<file path="src/rtl/irq_map_defs.svh">
// Constants for the interrupt position map and the external edge lines.
`ifndef IRQ_MAP_DEFS_SVH
`define IRQ_MAP_DEFS_SVH
`define SLOT_CNT     8
`define LINE_CNT     18
`define ALARM_LINE   17
`define SLOT_P24     0
`define SLOT_P25     1
`define SLOT_P26     2
`define SLOT_P27     3
`define SLOT_P41     4
`define SLOT_P54     5
`define SLOT_P59     6
`define SLOT_P60     7
`define POS_P24      6'h18
`define POS_P25      6'h19
`define POS_P26      6'h1A
`define POS_P27      6'h1B
`define POS_P41      6'h29
`define POS_P54      6'h36
`define POS_P59      6'h3B
`define POS_P60      6'h3C
`define POS_RSV_LO   6'h13
`define POS_RSV_HI   6'h16
`define POS_RSV_46   6'h2E
`define POS_RSV_47   6'h2F
`define POS_RSV_49   6'h31
`define VEC_BASE     32'h0000_0040
`define VEC_P24      32'h0000_00A0
`define VEC_P25      32'h0000_00A4
`define VEC_P26      32'h0000_00A8
`define VEC_P27      32'h0000_00AC
`define VEC_P41      32'h0000_00E4
`define VEC_P54      32'h0000_0118
`define VEC_P59      32'h0000_012C
`define VEC_P60      32'h0000_0130
`define PRIO_RESET   4'h0
`endif

</file>
<file path="src/rtl/irq_map_pkg.sv">
// Types shared by the interrupt map and the edge line front end.
package irq_map_pkg;
    typedef logic [7:0]      slot_vec_t;
    typedef logic [17:0]     line_vec_t;
    typedef logic [3:0]      prio_t;
    typedef logic [5:0]      pos_t;
    typedef logic [7:0][3:0] prio_arr_t;

    typedef struct packed {
        line_vec_t sync1;
        line_vec_t sync2;
        line_vec_t sync3;
        line_vec_t level;
        line_vec_t pend;
        line_vec_t irq;
        line_vec_t evt;
    } edge_state_t;

    typedef struct packed {
        slot_vec_t   irq;
        logic        best_valid;
        pos_t        best_pos;
        prio_t       best_prio;
        logic [31:0] best_vec;
        logic        q_valid;
        logic [31:0] q_addr;
    } map_state_t;
endpackage : irq_map_pkg

</file>
<file path="src/rtl/edge_line_if.sv">
// Configuration and status carrier between the map and the edge line front end.
`timescale 1ns/100ps
interface edge_line_if;
    irq_map_pkg::line_vec_t rise_en;
    irq_map_pkg::line_vec_t fall_en;
    irq_map_pkg::line_vec_t irq_en;
    irq_map_pkg::line_vec_t evt_en;
    irq_map_pkg::line_vec_t pend_type;
    irq_map_pkg::line_vec_t sw_trig;
    irq_map_pkg::line_vec_t pend_clr;
    irq_map_pkg::line_vec_t pins;
    irq_map_pkg::line_vec_t pend;
    irq_map_pkg::line_vec_t irq;
    irq_map_pkg::line_vec_t evt;

    modport ctrl  (output rise_en, fall_en, irq_en, evt_en, pend_type, sw_trig, pend_clr,
                   pins, input pend, irq, evt);
    modport lines (input rise_en, fall_en, irq_en, evt_en, pend_type, sw_trig, pend_clr,
                   pins, output pend, irq, evt);
endinterface : edge_line_if

</file>
<file path="src/rtl/external_edge_line_ctrl.sv">
// Edge detectors, masks and pending bits for the external edge lines.
`timescale 1ns/100ps
`include "irq_map_defs.svh"
module external_edge_line_ctrl (
    // Clock and reset.
    input  wire logic  core_clk_i,
    input  wire logic  rst_n_i,
    // Line configuration and status.
    edge_line_if.lines el
);
    irq_map_pkg::edge_state_t cur;
    irq_map_pkg::edge_state_t next_st;
    irq_map_pkg::line_vec_t   agree;
    irq_map_pkg::line_vec_t   rise;
    irq_map_pkg::line_vec_t   fall;
    irq_map_pkg::line_vec_t   trig;

    // A pin change counts once the second and third stages agree.
    // short pulses caught at core rate
    assign agree = ~(cur.sync2 ^ cur.sync3);
    assign rise  = agree & cur.sync3 & ~cur.level;
    assign fall  = agree & ~cur.sync3 & cur.level;
    // Selected edge or software request.
    // per-line edge choice
    assign trig  = (rise & el.rise_en) | (fall & el.fall_en) | el.sw_trig;

    // Next state; pending set wins over a clear in the same cycle.
    always_comb
    begin
        next_st       = cur;
        next_st.sync1 = el.pins;
        next_st.sync2 = cur.sync1;
        next_st.sync3 = cur.sync2;
        next_st.level = (cur.level & ~agree) | (cur.sync3 & agree);
        next_st.pend  = (cur.pend & ~el.pend_clr) | (trig & el.irq_en);
        next_st.irq   = (el.pend_type & next_st.pend) | (~el.pend_type & trig & el.irq_en);
        next_st.evt   = trig & el.evt_en;
    end

    // State register.
    always_ff @(posedge core_clk_i or negedge rst_n_i)
    begin
        if (!rst_n_i)
        begin
            cur <= '0;
        end
        else
        begin
            cur <= next_st;
        end
    end

    assign el.pend = cur.pend;
    assign el.irq  = cur.irq;
    assign el.evt  = cur.evt;
endmodule : external_edge_line_ctrl

</file>
<file path="src/rtl/irq_vector_map_and_edge_lines.sv">
// Upper interrupt position map with vector selection and external edge lines.
// Function
// - Timer break and timer15 share position 24.
// - Timer update and timer16 share position 25.
// - Trigger, commutation, timer17 share position 26.
// - Capture compare alone on position 27.
// - Both alarms via edge line, position 41.
// - Timer6 or DAC underrun on position 54.
// - DMA2 channels 4 and 5 on position 59.
// - On high density parts the remap bit moves channel 5 to 60.
// - Eighteen edge detectors give interrupts or events.
// - Per line pulse/pending type and edge choice.
// - Independent mask per line.
// - Pending bit set by triggering edge.
// - Software request on any line.
// - Capture pin pulses of two core clock cycles or longer.
// - Four bit settable priority per position.
`timescale 1ns/100ps
`include "irq_map_defs.svh"
module irq_vector_map_and_edge_lines (
    // Clock and reset.
    input  wire logic                      core_clk_i,
    input  wire logic                      rst_n_i,
    // Peripheral request sources.
    input  wire logic                      adv_timer_break_i,
    input  wire logic                      timer15_i,
    input  wire logic                      adv_timer_update_i,
    input  wire logic                      timer16_i,
    input  wire logic                      adv_timer_trigger_i,
    input  wire logic                      adv_timer_commut_i,
    input  wire logic                      timer17_i,
    input  wire logic                      adv_timer_capture_compare_i,
    input  wire logic                      alarm_a_i,
    input  wire logic                      alarm_b_i,
    input  wire logic                      basic_timer6_i,
    input  wire logic                      dac_underrun_i,
    input  wire logic                      dma_ctrl2_ch4_i,
    input  wire logic                      dma_ctrl2_ch5_i,
    // Variant and remap control.
    input  wire logic                      high_density_i,
    input  wire logic                      misc_request_remap_bit_i,
    // Settable priorities, one per mapped slot.
    input  wire irq_map_pkg::prio_arr_t    slot_prio_i,
    // Vector address query.
    input  wire irq_map_pkg::pos_t         query_pos_i,
    // External edge line pins and configuration.
    input  wire irq_map_pkg::line_vec_t    ext_lines_i,
    input  wire irq_map_pkg::line_vec_t    rise_en_i,
    input  wire irq_map_pkg::line_vec_t    fall_en_i,
    input  wire irq_map_pkg::line_vec_t    irq_en_i,
    input  wire irq_map_pkg::line_vec_t    evt_en_i,
    input  wire irq_map_pkg::line_vec_t    pend_type_i,
    input  wire irq_map_pkg::line_vec_t    sw_trig_i,
    input  wire irq_map_pkg::line_vec_t    pend_clr_i,
    // Mapped position requests and selected vector.
    output logic [7:0]                     slot_irq_o,
    output logic                           best_valid_o,
    output irq_map_pkg::pos_t              best_pos_o,
    output irq_map_pkg::prio_t             best_prio_o,
    output logic [31:0]                    best_vec_o,
    // Query answer.
    output logic                           query_valid_o,
    output logic [31:0]                    query_addr_o,
    // Edge line status and requests.
    output irq_map_pkg::line_vec_t         line_pend_o,
    output irq_map_pkg::line_vec_t         line_irq_o,
    output irq_map_pkg::line_vec_t         line_evt_o
);
    localparam irq_map_pkg::pos_t SLOT_POS [`SLOT_CNT] = '{`POS_P24, `POS_P25, `POS_P26,
        `POS_P27, `POS_P41, `POS_P54, `POS_P59, `POS_P60};

    irq_map_pkg::map_state_t cur;
    irq_map_pkg::map_state_t next_st;
    irq_map_pkg::slot_vec_t  src;
    logic                    ch5_separate;
    irq_map_pkg::line_vec_t  pins;

    edge_line_if el ();

    // The alarm pair enters through the top edge line.
    // alarms through edge line
    assign pins         = {alarm_a_i | alarm_b_i, ext_lines_i[`ALARM_LINE-1:0]};
    assign el.pins      = pins;
    assign el.rise_en   = rise_en_i;
    assign el.fall_en   = fall_en_i;
    assign el.irq_en    = irq_en_i;
    assign el.evt_en    = evt_en_i;
    assign el.pend_type = pend_type_i;
    assign el.sw_trig   = sw_trig_i;
    assign el.pend_clr  = pend_clr_i;

    external_edge_line_ctrl u_edge (
        .core_clk_i (core_clk_i),
        .rst_n_i    (rst_n_i),
        .el         (el)
    );

    // Channel 5 leaves the shared slot only on remapped large parts.
    // remap selects position 60
    assign ch5_separate = high_density_i & misc_request_remap_bit_i;

    // Source merging onto positions; each slot is an OR of its sources.
    always_comb
    begin
        src = '0;
        src[`SLOT_P24] = adv_timer_break_i | timer15_i;
        src[`SLOT_P25] = adv_timer_update_i | timer16_i;
        src[`SLOT_P26] = adv_timer_trigger_i | adv_timer_commut_i | timer17_i;
        src[`SLOT_P27] = adv_timer_capture_compare_i;
        src[`SLOT_P41] = el.irq[`ALARM_LINE];
        src[`SLOT_P54] = basic_timer6_i | dac_underrun_i;
        src[`SLOT_P59] = dma_ctrl2_ch4_i | (dma_ctrl2_ch5_i & ~ch5_separate);
        src[`SLOT_P60] = dma_ctrl2_ch5_i & ch5_separate;
    end

    // Next state: registered requests, priority pick and query answer.
    always_comb
    begin
        next_st     = cur;
        next_st.irq = src;
        next_st.best_valid = 1'b0;
        next_st.best_pos   = '0;
        next_st.best_prio  = `PRIO_RESET;
        for (int i = 0; i < `SLOT_CNT; i++)
        begin
            if (cur.irq[i] && (!next_st.best_valid || slot_prio_i[i] < next_st.best_prio))
            begin
                next_st.best_valid = 1'b1;
                next_st.best_pos   = SLOT_POS[i];
                next_st.best_prio  = slot_prio_i[i];
            end
        end
        next_st.best_vec = `VEC_BASE + {24'h00_0000, next_st.best_pos, 2'b00};
        next_st.q_addr   = `VEC_BASE + {24'h00_0000, query_pos_i, 2'b00};
        next_st.q_valid  = !((query_pos_i >= `POS_RSV_LO && query_pos_i <= `POS_RSV_HI)
                             || query_pos_i == `POS_RSV_46 || query_pos_i == `POS_RSV_47
                             || query_pos_i == `POS_RSV_49 || query_pos_i > `POS_P60
                             || (query_pos_i == `POS_P60 && !high_density_i));
    end

    // State register.
    always_ff @(posedge core_clk_i or negedge rst_n_i)
    begin
        if (!rst_n_i)
        begin
            cur <= '0;
        end
        else
        begin
            cur <= next_st;
        end
    end

    // Outputs come straight from the state flops.
    assign slot_irq_o    = cur.irq;
    assign best_valid_o  = cur.best_valid;
    assign best_pos_o    = cur.best_pos;
    assign best_prio_o   = cur.best_prio;
    assign best_vec_o    = cur.best_vec;
    assign query_valid_o = cur.q_valid;
    assign query_addr_o  = cur.q_addr;
    assign line_pend_o   = el.pend;
    assign line_irq_o    = el.irq;
    assign line_evt_o    = el.evt;
endmodule : irq_vector_map_and_edge_lines

</file>
<file path="config.mk">
export PLATFORM = sky130hd
export DESIGN_NAME = irq_vector_map_and_edge_lines
export DESIGN_NICKNAME = d
export VERILOG_FILES = /design/src/rtl/irq_map_pkg.sv /design/src/rtl/edge_line_if.sv /design/src/rtl/external_edge_line_ctrl.sv /design/src/rtl/irq_vector_map_and_edge_lines.sv
export VERILOG_INCLUDE_DIRS = /design/src /design/src/rtl
export SDC_FILE = /design/constraint.sdc
export NUM_CORES = 1
export LEC_CHECK = 0
export BUFFER_PORTS_ARGS = -buffer_cell sky130_fd_sc_hd__buf_2
export CORE_AREA = 10 10 145 147
export CTS_BUF_LIST = sky130_fd_sc_hd__clkbuf_4
export DETAILED_ROUTE_END_ITERATION = 10
export DIE_AREA = 0 0 155 157
export PLACE_DENSITY = 0.83
export SYNTH_ARGS = -nofsm -noshare
export SYNTH_HDL_FRONTEND = slang
export SYNTH_SLANG_ARGS = --single-unit
</file>
<file path="constraint.sdc">
create_clock -name core_clk_i -period 12.2 [get_ports core_clk_i]
set_input_delay 0 -clock core_clk_i [delete_from_list [all_inputs] [get_ports core_clk_i]]
set_output_delay 0 -clock core_clk_i [all_outputs]
set_load 0.005 [all_outputs]
</file>
==> impl_metrics.env, run 1 <==
export IMPL_wl_microns=26100
export IMPL_netlist_area_sq_um=8050
export IMPL_first_global_vias=7663
export IMPL_die_area_sq_um=24300
export IMPL_start_util_pct=43.9
export IMPL_timing_max_cap_violations=0
export IMPL_vias=6981
export IMPL_status="finished clean"
export IMPL_placedInstanceArea_sq_um=9110
export IMPL_cts_root_buffer="clkbuf_4"
export IMPL_clk_path_buf_depth=2
export IMPL_nets=1441
export IMPL_yosys_area_top_type="dfrtp_1"
export IMPL_die_h_microns=157
export IMPL_fin_crit_ps=11260
export IMPL_setup_viol=0
export IMPL_htreeDepth=4
export IMPL_p_leak_nw=5.78
export IMPL_yosysSeqAreaShare_pct=48.5
export IMPL_path_clk_slew_ps=140
export IMPL_synth_ff_type="dfrtp_1"
export IMPL_r2r_start="slot_irq_o[0]"
export IMPL_antenna_found_initial=0
export IMPL_port_buffers=286
export IMPL_slew_headroom_pct=41.9
export IMPL_cts_sinks=156
export IMPL_detail_route_iter0_violations=387
export IMPL_gp_congestion=0.862
export IMPL_netlist_area_leader_share_pct=48.5
export IMPL_vdd_ir_drop_max_v=0.0000713
export IMPL_grt_total_usage_pct=20.7
export IMPL_placementRows=50
export IMPL_grt_max_degree=88
export IMPL_grt_pass1_wl_microns=40300
export IMPL_synth_area_top_cells="dfrtp_1 49%, buf_4 10%, ha_1 9.3%, inv_1 4.3%, nand2_1 3.5%"
export IMPL_die_x_microns=155
export IMPL_critical_path_required_ps=12670
export IMPL_critical_path_max_stage_delay_ps=510
export IMPL_synthCells=772
export IMPL_ys_top_cells_by_count="156 x dfrtp_1, 109 x buf_4, 92 x inv_1, 74 x nand2_1, 60 x ha_1"
export IMPL_cp_arrival_ps=11730
export IMPL_ios=338
export IMPL_core_sq_um=18300
export IMPL_tightest_slew_ps=872
export IMPL_layout_drive_gt1_share_pct=29.0
export IMPL_fin_area_sq_um=11200
export IMPL_synth_seq_cells=156
export IMPL_drt_first_pass_iters=5
export IMPL_path_class="flop to flop"
export IMPL_crit_start="slot_irq_o[0]"
export IMPL_cp_end_kind="flop"
export IMPL_drc=0
export IMPL_post_place_ws_ps=310
export IMPL_yosysWarnings=0
export IMPL_synth_edf_count=0
export IMPL_powerDensity_nw_per_um2=136
export IMPL_drtAntennaViolNets=0
export IMPL_synth_most_common_cell="dfrtp_1"
export IMPL_syn_area_per_cell_sq_um=10.4
export IMPL_path_max_fanout=13
export IMPL_cts_tree="yes"
export IMPL_hp_class="input port to asynchronous set/reset pin"
export IMPL_cpMostUsedCell="ha_1"
export IMPL_reg2reg_depth=53
export IMPL_max_freq_ghz=0.0888
export IMPL_wire_per_inst_microns=18.2
export IMPL_period_share_pct=92.3
export IMPL_fin_ws_ps=945
export IMPL_slowest_stage="dfrtp_2"
export IMPL_grt_overflow_total=0
export IMPL_vias_per_cell=4.88
export IMPL_setup_tns_ps=0
export IMPL_clk_latency_ps=560
export IMPL_post_route_util_pct=60.8
export IMPL_skew_ps=19.1
export IMPL_whs_ps=48.0
export IMPL_slew_violations=0
export IMPL_startpoint_type="flop"
export IMPL_synth_cell_types=63
export IMPL_finalHoldViolations=0
export IMPL_area_delta_synth_final_pct=38.6
export IMPL_cts_buffers=17
export IMPL_async_flop_share_pct=100
export IMPL_place_detailed_hpwl_microns=17600
metrics by stage:
step,total power (W),std cells
2_1_floorplan,0.000959,821
3_3_place_gp,0.00106,1228
5_1_grt,0.00163,1428
3_5_place_dp,0.00108,1228
6_report,0.00152,1432
4_1_cts,0.00151,1426
repair_timing:
action | 4_1_cts | 5_1_grt
endpoints found under the hold margin | 177 | 0
buffers inserted | 0 | 2
endpoints found under the setup margin | 0 | 13
hold buffers | 166 | 0
gates resized for setup | 0 | 4
cell families after synthesis:
group	after synthesis	share of synthesized area, %
AO/OA/AOI/OAI	167	15.6
adder cells (fa/ha/maj)	60	9.33
buffers and inverters	208	15.0
flip-flops	156	48.5
multiplexers	6	0.746
other	1	0.0466
AND/OR/NAND/NOR	174	10.8
report_power, final:
group          internal (W)  switching [W]
Combinational      0.000269       0.000287
Clock              0.000150       0.000209
Sequential         0.000573      0.0000334
Total              0.000992       0.000530
cell usage in the layout (no fill, tap or decap), types with 3 or more instances in the layout:
master	netlist	final
o21ai_0	46	46
dfrtp_1	156	155
dlygate4sd3_1	0	166
a21oi_1	14	14
nand3b_1	4	4
o31ai_1	19	19
or2_2	4	4
nand2b_1	9	9
nand3_1	10	10
conb_1	1	50
buf_4	109	3
or3_1	9	9
buf_2	1	285
o21a_1	9	9
inv_6	0	5
ha_1	60	60
a211oi_1	4	4
a21o_1	6	6
bufinv_16	0	3
clkbuf_4	0	17
a311o_1	18	18
mux2i_1	6	6
a2bb2oi_1	3	3
nand2_1	74	74
a221o_1	3	3
o21ai_1	3	3
nor2b_1	4	4
inv_1	92	92
a31o_2	3	3
nor2_1	26	26
o211ai_1	6	6
and3_1	4	4
and2_1	20	20
o211ai_2	4	4
diode_2	0	4
final timing paths:
check                                endpoint  slack [ps]
max in group asynchronous       slot_irq_o[0]       10730
setup / recovery               best_prio_o[2]         940
min in group core_clk_i       u_edge.cur[116]          70
hold / removal             u_edge.el.pend[13]          50
setup reg to reg               best_prio_o[2]         940
hold reg to reg               u_edge.cur[104]         360
area by class of cell:
cell class,instances,area (sq um)
sequential,156,3910
clock inverter,15,201
multi-input combinational,457,3140
timing repair buffer,455,3120
antenna,4,10.0
clock buffer,17,128
tap,234,293
inverter,94,353
fill,1378,7180
per-layer routing:
layer,up-vias,GRT usage [%],part of all wire [%]
met4,0,8.19,2.8
li1,3286,-,-
met2,362,36.0,50
met1,3280,22.5,38
met5,-,0,0
met3,53,7.42,8.8
worst max-delay path: cells and delay by family, from the launching register on:
kind	cells	cell delay, ps
compound gates	27	5510
fa+ha+maj	7	1910
buf+inv	3	360
flops	1	510
mux	2	510
simple gates	14	2380
(Power assumes the default switching activity.)
==> run 2: changes to the inputs <==
--- a/config.mk
+++ b/config.mk
@@ -12,6 +12,8 @@
 export DETAILED_ROUTE_END_ITERATION = 10
 export DIE_AREA = 0 0 155 157
 export PLACE_DENSITY = 0.83
+export REMOVE_ABC_BUFFERS = 1
 export SYNTH_ARGS = -nofsm -noshare
 export SYNTH_HDL_FRONTEND = slang
+export SYNTH_HIERARCHICAL = 1
 export SYNTH_SLANG_ARGS = --single-unit
==> run 2 against run 1 <==
The run now ends with hold timing left. Final area increased by 0.42%. Routed wire length increased by 2.8%. Clock-buffer cell count unchanged. Largest cell class unchanged. First-iteration DRC count increased by 8.3%. Critical endpoint unchanged. Synthesized area increased by 0.14%. Largest power group unchanged. Flip-flop and latch count unchanged. Synthesized cell count decreased by 4.0%.
==> impl_metrics.env, run 2 <==
export IMPL_fillers=1371
export IMPL_skew_ps=35.9
export IMPL_design_power_total_w=0.00144
export IMPL_die_h_microns=157
export IMPL_p_switching_w=0.000515
export IMPL_path_class="flop to flop"
export IMPL_pwr_share_comb_pct=35.4
export IMPL_gp_congestion=0.854
export IMPL_core_sq_um=18300
export IMPL_grt_total_usage_pct=21.0
export IMPL_placementRows=50
export IMPL_post_place_ws_ps=392
export IMPL_cp_end_kind="flop"
export IMPL_grt_max_degree=80
export IMPL_clk_path_buf_depth=2
export IMPL_vdd_ir_drop_max_v=0.0000706
export IMPL_syn_area_per_cell_sq_um=10.9
export IMPL_final_common_cell="buf_2"
export IMPL_regArea_sq_um=3910
export IMPL_drt_first_pass_iters=5
export IMPL_whs_ps=-2.92
export IMPL_p_int_w=0.000921
export IMPL_tightest_slew_ps=980
export IMPL_netlist_area_leader_share_pct=48.4
export IMPL_synth_area_top_cells="dfrtp_1 48%, buf_4 10%, ha_1 9.3%, inv_1 3.4%, nand2_1 2.5%"
export IMPL_setup_viol=0
export IMPL_cts_tree="yes"
export IMPL_ys_top_cells_by_count="156 x dfrtp_1, 110 x buf_4, 74 x inv_1, 60 x ha_1, 54 x nand2_1"
export IMPL_powerDensity_nw_per_um2=128
export IMPL_async_flop_share_pct=100
export IMPL_cts_sinks=156
export IMPL_fin_ws_ps=641
export IMPL_synth_edf_count=0
export IMPL_clkPwrFrac_pct=22.1
export IMPL_startpoint_type="flop"
export IMPL_port_buffers=286
export IMPL_vias=7100
export IMPL_hp_class="input port to asynchronous set/reset pin"
export IMPL_grt_overflow_total=0
export IMPL_place_detailed_hpwl_microns=17600
export IMPL_htreeDepth=4
export IMPL_fin_area_sq_um=11200
export IMPL_multi_input_area_sq_um=3220
export IMPL_max_freq_ghz=0.0865
export IMPL_nets=1420
export IMPL_synth_most_common_cell="dfrtp_1"
export IMPL_first_global_vias=7753
export IMPL_cpMostUsedCell="ha_1"
export IMPL_yosysWarnings=6
export IMPL_wire_per_inst_microns=19.0
export IMPL_layout_drive_gt1_share_pct=31.0
export IMPL_netlist_area_sq_um=8060
export IMPL_area_delta_synth_final_pct=39.0
export IMPL_yosysSeqAreaShare_pct=48.4
export IMPL_setup_tns_ps=0
export IMPL_antenna_found_initial=3
export IMPL_ios=338
export IMPL_critical_path_required_ps=12620
export IMPL_drc=0
export IMPL_final_cell_mix="285 x buf_2, 168 x dlygate4sd3_1, 155 x dfrtp_1"
export IMPL_slowest_stage="dfrtp_2"
export IMPL_detail_route_iter0_violations=419
export IMPL_swShare_pct=35.9
export IMPL_wl_microns=26800
export IMPL_pwr_share_seq_pct=42.5
export IMPL_path_clk_slew_ps=180
export IMPL_period_share_pct=94.7
export IMPL_slew_violations=0
export IMPL_cts_root_buffer="clkbuf_4"
export IMPL_synthCells=741
export IMPL_slew_headroom_pct=34.7
export IMPL_die_x_microns=155
export IMPL_synth_ff_type="dfrtp_1"
export IMPL_finalHoldViolations=3
export IMPL_grt_pass1_wl_microns=40900
export IMPL_synth_seq_cells=156
export IMPL_violations="hold timing"
export IMPL_p_leak_nw=5.94
export IMPL_fin_crit_ps=11560
export IMPL_cp_arrival_ps=11980
export IMPL_placedInstanceArea_sq_um=9140
export IMPL_path_max_fanout=12
export IMPL_critical_path_max_stage_delay_ps=520
export IMPL_timing_max_cap_violations=0
export IMPL_die_area_sq_um=24300
export IMPL_cts_buffers=17
export IMPL_drtAntennaViolNets=0
export IMPL_start_util_pct=44.0
export IMPL_synth_cell_types=72
export IMPL_clk_latency_ps=560
export IMPL_status="finished, violations left"
export IMPL_vias_per_cell=5.03
export IMPL_yosys_area_top_type="dfrtp_1"
-- run 2: cell types whose count changed in the layout (fill, tap and decap cells not counted), moves of 7 or more --
cell,delta
o31a_1,+15
nor2_1,-17
inv_1,-18
nand2_1,-20
and2_1,-16
nand3b_1,+16
and3_1,+17
and3b_1,+18
o21ai_0,-7
or3_1,-8
a311o_1,-18
-- run 2: kinds of logic (layout without fill, tap and decap cells) --
logic type	after synthesis	count (layout)	share of synthesized area [%]
buffers and inverters	187	570	14.0
AND/OR/NAND/NOR	171	171	12.7
AO/OA/AOI/OAI	150	150	13.4
multiplexers	16	16	2.05
other	1	54	0.0465
adder cells (fa/ha/maj)	60	60	9.32
flip-flops	156	156	48.4
-- run 2: layout make-up --
cell class                      instances  share of cell area (%)
Antenna cell                            4                  0.0894
Clock buffer                           17                    1.14
Clock inverter                         15                    1.52
Inverter                               75                    2.51
Multi-Input combinational cell        447                    28.8
Sequential cell                       156                    34.9
Tap cell                              234                    2.61
Timing Repair Buffer                  463                    28.5
-- run 2: worst paths after layout --
check / slack [ps] / endpoint / start / cells past startpoint
hold reg to reg: 350 / u_edge/cur[98] / u_edge/cur[116] / 0
setup / recovery: 640 / best_prio_o[2] / slot_irq_o[0] / 54
min in group core_clk_i: 90 / u_edge/cur[121] / ext_lines_i[13] / 2
setup reg to reg: 640 / best_prio_o[2] / slot_irq_o[0] / 54
max in group asynchronous: 10670 / u_edge/cur[109] / rst_n_i / 3
hold / removal: -3 / u_edge/el.evt[4] / rst_n_i / 2
-- run 2: worst max-delay path, delay by kind of cell (launching register included) --
kind            cells  cell delay, ps
flops               1             520
compound gates     26            4540
simple gates       10            2630
buf+inv             6             700
mux                 5            1180
fa+ha+maj           7            1810
-- run 2: repair_timing --
action / in CTS / in global routing
hold endpoints to repair: 172 / 0
resized for setup: 0 / 5
hold buffers: 168 / 0
endpoints found under the setup margin: 0 / 13
buffers inserted: 0 / 7
-- run 2: stage by stage --
| stage | std cells | utilization, % |
|---|---|---|
| final | 1411 | 61.1 |
| after global routing | 1409 | 61.1 |
| after CTS | 1400 | 60.7 |
| after detailed placement | 1200 | 49.9 |
| after global placement | 1200 | 49.9 |
| after floorplan | 678 | - |
-- run 2: metal layers --
layer  track usage, %  part of all wire, %  up-vias
li1                 -                    -     3261
met1             22.7                   38     3398
met2             36.4                   50      389
met3             7.89                  9.8       52
met4             8.10                  2.5        0
met5                0                    0        -
-- run 2: power groups by stage --
stage               sequential [W]  clock [W]  combinational [W]
CTS                       0.000608   0.000330           0.000477
floorplan                 0.000613          0           0.000255
detailed placement        0.000619          0           0.000423
global placement          0.000617          0           0.000409
finish                    0.000610   0.000317           0.000508
global route              0.000616   0.000353           0.000562
